## src/verilog/fcbat_pkg.sv

```systemverilog
package fcbat_pkg;

	// coefficient and bus geometry
	localparam int coeff_w = 12;
	localparam int reg_w = 16;
	localparam int mult_w = 18;
	localparam int ext_w = mult_w - coeff_w;
	localparam int num_taps = 4;
	localparam int bus_w = 32;
	localparam int sel_w = bus_w / 8;
	localparam int adr_w = 16;
	localparam int idx_w = 12;
	localparam int idx_lsb = 2;
	localparam int idx_msb = 13;
	localparam int cfg_w = 8;
	localparam int coeff_msb = coeff_w - 1;

	// register indices, byte address is four times the index
	localparam logic [idx_w-1:0] idx_cfg = 12'h400;
	localparam logic [idx_w-1:0] idx_link = 12'h402;
	localparam logic [idx_w-1:0] idx_tap1 = 12'h418;
	localparam logic [idx_w-1:0] idx_tap2 = 12'h41a;
	localparam logic [idx_w-1:0] idx_tap3 = 12'h41c;
	localparam logic [idx_w-1:0] idx_tap4 = 12'h41e;
	localparam logic [num_taps-1:0][idx_w-1:0] tap_idx = {
		idx_tap4, idx_tap3, idx_tap2, idx_tap1};

	// configuration register fields
	localparam int mode_lsb = 0;
	localparam int mode_msb = 1;
	localparam int scw_lsb = 2;
	localparam int scw_msb = 4;
	localparam int merge_bit = 5;
	localparam int share_bit = 6;
	localparam int link_bit = 0;
	localparam logic [1:0] mode_off = 2'h0;
	localparam logic [1:0] mode_on = 2'h2;

	// reset values and masks
	localparam logic [cfg_w-1:0] cfg_rst = 8'h00;
	localparam logic link_rst = 1'h0;
	localparam logic [reg_w-1:0] coeff_rst = 16'h0000;
	localparam logic [reg_w-1:0] rd_mask = 16'hf7ff;
	localparam logic [reg_w-1:0] res_mask = 16'hf000;
	localparam logic [reg_w-1:0] full_mask = 16'hffff;
	localparam logic [bus_w-1:0] dat_zero = 32'h00000000;

	typedef logic [num_taps-1:0][mult_w-1:0] fcbat_taps_type;

	typedef struct packed {
		logic cyc;
		logic stb;
		logic we;
		logic [adr_w-1:0] adr;
		logic [sel_w-1:0] sel;
		logic [bus_w-1:0] dat;
	} fcbat_wb_req_type;

	typedef struct packed {
		logic ack;
		logic [bus_w-1:0] dat;
	} fcbat_wb_rsp_type;

	typedef enum logic [1:0] {
		bus_idle = 2'b01,
		bus_ack = 2'b10
	} fcbat_bus_state_type;

	typedef struct packed {
		logic enable;
		logic merge;
		logic share;
		logic [2:0] scw;
		logic link_en;
	} fcbat_ctrl_type;

endpackage

```

## src/verilog/fcbat_coeff_reg.sv

```systemverilog
`timescale 1ns/1ps
`default_nettype none

module fcbat_coeff_reg (
	// clock and reset
	input wire logic ref_clk,
	input wire logic sys_rst,
	// write side
	input wire logic wr_en,
	input wire logic [fcbat_pkg::reg_w-1:0] wr_data,
	input wire logic [fcbat_pkg::reg_w-1:0] wr_mask,
	// read and filter side
	output logic [fcbat_pkg::reg_w-1:0] rd_value,
	output logic [fcbat_pkg::mult_w-1:0] tap_coeff
);

	typedef struct packed {
		logic [fcbat_pkg::reg_w-1:0] value;
	} fcbat_coeff_state_type;

	fcbat_coeff_state_type st;
	fcbat_coeff_state_type next_st;
	logic [fcbat_pkg::coeff_w-1:0] wr_field;

	always_comb begin
		next_st = st;
		// reserved nibble is stored so software reads back what it wrote
		if (wr_en) begin
			next_st.value = (st.value & ~wr_mask) | (wr_data & wr_mask);
		end
	end

	always_ff @(posedge ref_clk) begin
		if (sys_rst) begin
			st.value <= fcbat_pkg::coeff_rst;
		end else begin
			st <= next_st;
		end
	end

	always_comb begin
		// readback drops the sign bit, the filter still sees it
		rd_value = st.value & fcbat_pkg::rd_mask;
		// only the low twelve bits reach the multiplier
		tap_coeff = {{fcbat_pkg::ext_w{st.value[fcbat_pkg::coeff_msb]}},
			st.value[fcbat_pkg::coeff_msb:0]};
		wr_field = wr_data[fcbat_pkg::coeff_msb:0];
	end
endmodule

`default_nettype wire

```

## src/verilog/fcbat_regs.sv

```systemverilog
// Contract
// - each coefficient is signed two's complement in bits 11 down to 0
// - dual-channel: the four registers are channel A taps one to four
// - single-channel: same registers are taps one to four, combined filter
// - readback returns the coefficient top bit as zero; stored value kept
// - bits 15 to 12 are reserved read-write, reset zero, no filter effect
// - mode field: 0 disables, 2 enables, 1 and 3 reserved
// - with share set, channel B uses the channel A coefficients
//
// Register access over Wishbone was left to the implementer.
`timescale 1ns/1ps
`default_nettype none

module fcbat_regs (
	// clock and reset
	input wire logic ref_clk,
	input wire logic sys_rst,
	// wishbone slave
	input wire fcbat_pkg::fcbat_wb_req_type wb_i,
	output var fcbat_pkg::fcbat_wb_rsp_type wb_o,
	// channel B coefficient set from its own bank
	input wire fcbat_pkg::fcbat_taps_type chan_b_own_taps,
	// taps to the filter datapath
	output var fcbat_pkg::fcbat_taps_type chan_a_taps,
	output var fcbat_pkg::fcbat_taps_type combined_taps,
	output var fcbat_pkg::fcbat_taps_type chan_b_taps,
	// filter controls
	output var fcbat_pkg::fcbat_ctrl_type ctrl
);

	typedef struct packed {
		fcbat_pkg::fcbat_bus_state_type bstate;
		logic [fcbat_pkg::bus_w-1:0] rdata;
		logic [fcbat_pkg::cfg_w-1:0] cfg;
		logic link_en;
		fcbat_pkg::fcbat_taps_type chan_b;
	} fcbat_main_state_type;

	fcbat_main_state_type st;
	fcbat_main_state_type next_st;

	logic [fcbat_pkg::idx_w-1:0] idx;
	logic aligned;
	logic hit_cfg;
	logic hit_link;
	logic [fcbat_pkg::num_taps-1:0] hit_tap;
	logic wr_cycle;
	logic [fcbat_pkg::reg_w-1:0] wr_mask;
	logic [fcbat_pkg::reg_w-1:0] wr_data;
	logic [fcbat_pkg::num_taps-1:0][fcbat_pkg::reg_w-1:0] tap_rd;
	fcbat_pkg::fcbat_taps_type tap_val;

	// address split; anything outside the word-aligned window is unmapped
	always_comb begin
		idx = wb_i.adr[fcbat_pkg::idx_msb:fcbat_pkg::idx_lsb];
		aligned = (wb_i.adr[fcbat_pkg::idx_lsb-1:0] == '0)
			&& (wb_i.adr[fcbat_pkg::adr_w-1:fcbat_pkg::idx_msb+1] == '0);
		hit_cfg = aligned && (idx == fcbat_pkg::idx_cfg);
		hit_link = aligned && (idx == fcbat_pkg::idx_link);
		wr_cycle = (st.bstate == fcbat_pkg::bus_ack)
			&& wb_i.cyc && wb_i.stb && wb_i.we;
		wr_mask = {{8{wb_i.sel[1]}}, {8{wb_i.sel[0]}}};
		wr_data = wb_i.dat[fcbat_pkg::reg_w-1:0];
	end

	// one coefficient register per tap, taken in ascending address order
	genvar gi;
	generate
		for (gi = 0; gi < fcbat_pkg::num_taps; gi++) begin : g_tap
			assign hit_tap[gi] = aligned && (idx == fcbat_pkg::tap_idx[gi]);

			fcbat_coeff_reg u_coeff (
				.ref_clk(ref_clk),
				.sys_rst(sys_rst),
				.wr_en(wr_cycle && hit_tap[gi]),
				.wr_data(wr_data),
				.wr_mask(wr_mask),
				.rd_value(tap_rd[gi]),
				.tap_coeff(tap_val[gi])
			);
		end
	endgenerate

	always_comb begin
		next_st = st;
		case (st.bstate)
			fcbat_pkg::bus_idle: begin
				if (wb_i.cyc && wb_i.stb) begin
					next_st.bstate = fcbat_pkg::bus_ack;
					// read data is captured here and held through the ack
					if (hit_cfg) begin
						next_st.rdata = {{(fcbat_pkg::bus_w-fcbat_pkg::cfg_w){1'b0}},
							st.cfg};
					end else if (hit_link) begin
						next_st.rdata = {{(fcbat_pkg::bus_w-1){1'b0}}, st.link_en};
					end else if (hit_tap[0]) begin
						next_st.rdata = {16'h0000, tap_rd[0]};
					end else if (hit_tap[1]) begin
						next_st.rdata = {16'h0000, tap_rd[1]};
					end else if (hit_tap[2]) begin
						next_st.rdata = {16'h0000, tap_rd[2]};
					end else if (hit_tap[3]) begin
						next_st.rdata = {16'h0000, tap_rd[3]};
					end else begin
						next_st.rdata = fcbat_pkg::dat_zero;
					end
				end
			end
			fcbat_pkg::bus_ack: begin
				// always return to idle, so ack is a single-cycle pulse
				next_st.bstate = fcbat_pkg::bus_idle;
				if (wr_cycle && hit_cfg && wb_i.sel[0]) begin
					next_st.cfg = wb_i.dat[fcbat_pkg::cfg_w-1:0];
				end
				if (wr_cycle && hit_link && wb_i.sel[0]) begin
					next_st.link_en = wb_i.dat[fcbat_pkg::link_bit];
				end
			end
			default: begin
				next_st.bstate = fcbat_pkg::bus_idle;
			end
		endcase
		// registered so channel B switches cleanly on a share change
		if (st.cfg[fcbat_pkg::share_bit]) begin
			next_st.chan_b = tap_val;
		end else begin
			next_st.chan_b = chan_b_own_taps;
		end
	end

	always_ff @(posedge ref_clk) begin
		if (sys_rst) begin
			st.bstate <= fcbat_pkg::bus_idle;
			st.rdata <= fcbat_pkg::dat_zero;
			st.cfg <= fcbat_pkg::cfg_rst;
			st.link_en <= fcbat_pkg::link_rst;
			st.chan_b <= '0;
		end else begin
			st <= next_st;
		end
	end

	always_comb begin
		wb_o.ack = (st.bstate == fcbat_pkg::bus_ack);
		wb_o.dat = st.rdata;
		// same registers feed both filter arrangements, tap one first
		chan_a_taps = tap_val;
		combined_taps = tap_val;
		chan_b_taps = st.chan_b;
		// reserved mode codes leave the filter off rather than guessing
		ctrl.enable = (st.cfg[fcbat_pkg::mode_msb:fcbat_pkg::mode_lsb]
			== fcbat_pkg::mode_on);
		// merge is trusted as set by software for single-channel use
		ctrl.merge = st.cfg[fcbat_pkg::merge_bit];
		ctrl.share = st.cfg[fcbat_pkg::share_bit];
		ctrl.scw = st.cfg[fcbat_pkg::scw_msb:fcbat_pkg::scw_lsb];
		// no lockout here: changes while the link runs are the user's risk
		ctrl.link_en = st.link_en;
	end
endmodule

`default_nettype wire
```

## config.mk

```make
export PLATFORM = sky130hd
export DESIGN_NAME = fcbat_regs
export DESIGN_NICKNAME = d
export VERILOG_FILES = /design/src/verilog/fcbat_pkg.sv /design/src/verilog/fcbat_coeff_reg.sv /design/src/verilog/fcbat_regs.sv
export SDC_FILE = /design/constraint.sdc
export NUM_CORES = 1
export LEC_CHECK = 0
export ABC_AREA = 1
export CAP_MARGIN = 10
export CORE_AREA = 5 5 145 147
export DETAILED_ROUTE_END_ITERATION = 10
export DIE_AREA = 0 0 150 152
export DONT_BUFFER_PORTS = 1
export PLACE_DENSITY = 0.66
export RECOVER_POWER = 50
export SKIP_LAST_GASP = 1
export SLEW_MARGIN = 20
export SYNTH_ARGS = -nofsm -noshare
export SYNTH_HDL_FRONTEND = slang
export SYNTH_HIERARCHICAL = 1
export SYNTH_SLANG_ARGS = --single-unit
export TNS_END_PERCENT = 20
```

## constraint.sdc

```tcl
create_clock -name ref_clk -period 1.7 [get_ports ref_clk]
set_input_delay 0.34 -clock ref_clk [delete_from_list [all_inputs] [get_ports ref_clk]]
set_output_delay 0.34 -clock ref_clk [all_outputs]
set_load 0.03 [all_outputs]
```

==> flow_summary.json <==
{
  "dieArea_um2": 22800,
  "diodes": 0,
  "fin_nets": 1321,
  "die_w_um": 150,
  "cts-root-buf": "clkbuf_16",
  "io_pins": 385,
  "powerDensity_nw_per_um2": 906.1,
  "cts.clk_slew.worst_paths_ps": 70,
  "dp_hpwl_um": 18900,
  "routed_wl_um": 25400,
  "hp-class": "input pin to register",
  "avgSynthCellArea_um2": 6.912,
  "synth_top_family_by_area": "simple AND/OR/NAND/NOR gates",
  "slowest_delay_ps": 590,
  "core_area_um2": 19780,
  "synth_area_leaders": "dfxtp_1 (35%), buf_4 (20%), nor2_1 (13%)",
  "route.met3.wl_um": 1953,
  "p_leak_nw": 4.543,
  "grt_pass1_vias": 6508,
  "synth_compound_area_share_pct": 7.660,
  "seq_area_um2": 3278,
  "synth_top_flop_cell": "dfxtp_1",
  "drtAntennaViolNets": 0,
  "cp_data_required_time_ps": 1360,
  "numCtsBuffers": 17,
  "worst_pin_slew_ps": 758.1,
  "routed-wl-met2_um": 12530,
  "worstSetupEndpointType": "primary output",
  "antenna_found_initial": 0,
  "post-route-min-period_ps": 1668,
  "grt_usage_pct": 21.64,
  "gp_congestion": 0.8687,
  "synth_edf_count": 0,
  "fillCellCount": 2017,
  "mostFrequentLayoutCell": "nor2_1",
  "synthCells": 1359,
  "grt_max_degree": 87,
  "min_period_over_period_pct": 98.14,
  "post-place-ws_ps": -7.014,
  "highest_layer": "met4",
  "fmax_ghz": 0.5994,
  "drc": 0,
  "synth-seq-cells": 163,
  "synth_area_um2": 9393,
  "synth_top_area_cell": "dfxtp_1",
  "syn2layout_area_growth_pct": -4.223,
  "vias": 7115,
  "grt_pass1_wl_um": 38300,
  "ys_types": 34,
  "firstDrtPassIters": 7,
  "rsz0062_at_grt": "no",
  "cts_tree": "yes",
  "htreeDepth": 4,
  "critPathLaunchType": "register",
  "p_total_mw": 8.151,
  "clock_skew_ps": 11.36,
  "multiInputGateArea_um2": 3502,
  "path_max_fanout": 10,
  "final-setup-viol-count": 0,
  "drive_gt1_share_pct": 16.43,
  "dr.first_iter.drc_count": 594,
  "worst-path-buf-inv": 1,
  "hold_viol": 0,
  "wl_met1_um": 10240,
  "die_height_um": 152,
  "finalMaxSlewViolations": 0,
  "crit_path_top_delay_cell": "dfxtp_4",
  "cts_buffer_depth": 2,
  "synthSimpleGateAreaFrac_pct": 28.76,
  "utilization_pct": 45.48,
  "start_util_pct": 47.49,
  "worstSetupPathType": "register to primary output",
  "synth_fa_ha_area_share_pct": 0,
  "viasPerCell": 4.824,
  "grt-ovfl-total": 0,
  "cts_num_sinks": 163,
  "wl_per_cell_um": 17.22,
  "ir_drop_mv": 0.5741,
  "async_reset_ff_share_pct": 0,
  "yosysSeqAreaShare_pct": 34.74,
  "clock_latency_ps": 430,
  "status": "complete, no violations",
  "path_delay_family": "flip-flops",
  "finalWorstSetupSlack_ps": 31.59,
  "final_cell_mix": "nor2_1 (327), nand2_1 (207), dfxtp_1 (159)",
  "ys.warnings.count": 6,
  "synth_top_cell_area_share_pct": 34.74,
  "io_buffers": 0,
  "synthXorXnorAreaFrac_pct": 0,
  "cp.arrival_ps": 1330,
  "maxSlewHeadroom_pct": 49.40,
  "synth.area.mux_share_pct": 0,
  "fp-row-count": 52,
  "max_cap_violations": 0,
  "crit_chain": "buf_16"
}
==> metal layers <==
layer  track usage (%)  up-vias
li1                  -     3531
met1             25.84     3236
met2             37.00      301
met3             6.136       47
met4             7.582        0
met5                 0        -
==> metrics by stage <==
stage | hold WS, ps | cells | instance area [um^2] | setup TNS, ps
finish | 42.71 | 1475 | 8996 | 0
global route | 31.23 | 1475 | 8996 | 0
CTS | 26.48 | 1474 | 9042 | 0
detailed placement | 407.2 | 1441 | 8482 | -20.03
global placement | 407.0 | 1441 | 8482 | 0
floorplan | 418.5 | 1374 | 9479 | -32.77
==> synth_stat cells, types with 2 or more instances <==
library cell	instances
a211oi_1	2
a21oi_1	13
a21oi_2	3
buf_12	4
buf_2	4
buf_4	255
buf_6	7
clkbuf_1	26
clkbuf_8	4
conb_1	5
dfxtp_1	163
inv_1	113
inv_2	3
nand2_1	207
nand2_2	36
nand2_4	9
nand3_1	23
nand4_1	6
nand4_2	2
nor2_1	332
nor2_2	3
nor2_4	4
nor3_1	7
o21ai_0	97
o21ai_1	22
==> where the power goes <==
group          internal [mW]  total (mW)  switching, mW
Combinational         0.0829       0.300          0.217
Clock                   2.06        3.68           1.63
Sequential              3.92        4.17          0.250
Total                   6.06        8.15           2.09
==> cell type report <==
cell class	count	share of cell area, %
well taps	270	3.755
flip-flops and latches	163	36.44
multi-input cells	793	38.93
inverters	117	4.924
clock buffers	20	4.965
repair buffers	100	9.833
clock inverters	12	1.154
==> kinds of logic (layout without fill, tap and decap cells) <==
family | count (synthesis) | in the layout
buf+inv | 418 | 249
other cells | 5 | 20
compound gates | 139 | 139
flops | 163 | 163
simple gates | 634 | 634
==> path summary, 6_finish.rpt <==
check / startpoint / to / slack (ps) / cells past startpoint
setup / recovery: register / chan_a_taps[69] / 30 / 1
hold / removal: wb_i[12] / register / 40 / 2
setup reg to reg: ctrl[4]$_SDFFE_PP0P_ / chan_b_taps[27]$_SDFF_PP0_ / 250 / 4
hold reg to reg: register / register / 510 / 4
==> what timing repair did <==
action,CTS,global route
setup endpoints to repair,0,15
buffers inserted,0,1
endpoints found under the hold margin,13,0
resized for setup,0,2
hold buffers,1,0
(Power assumes the default switching activity.)
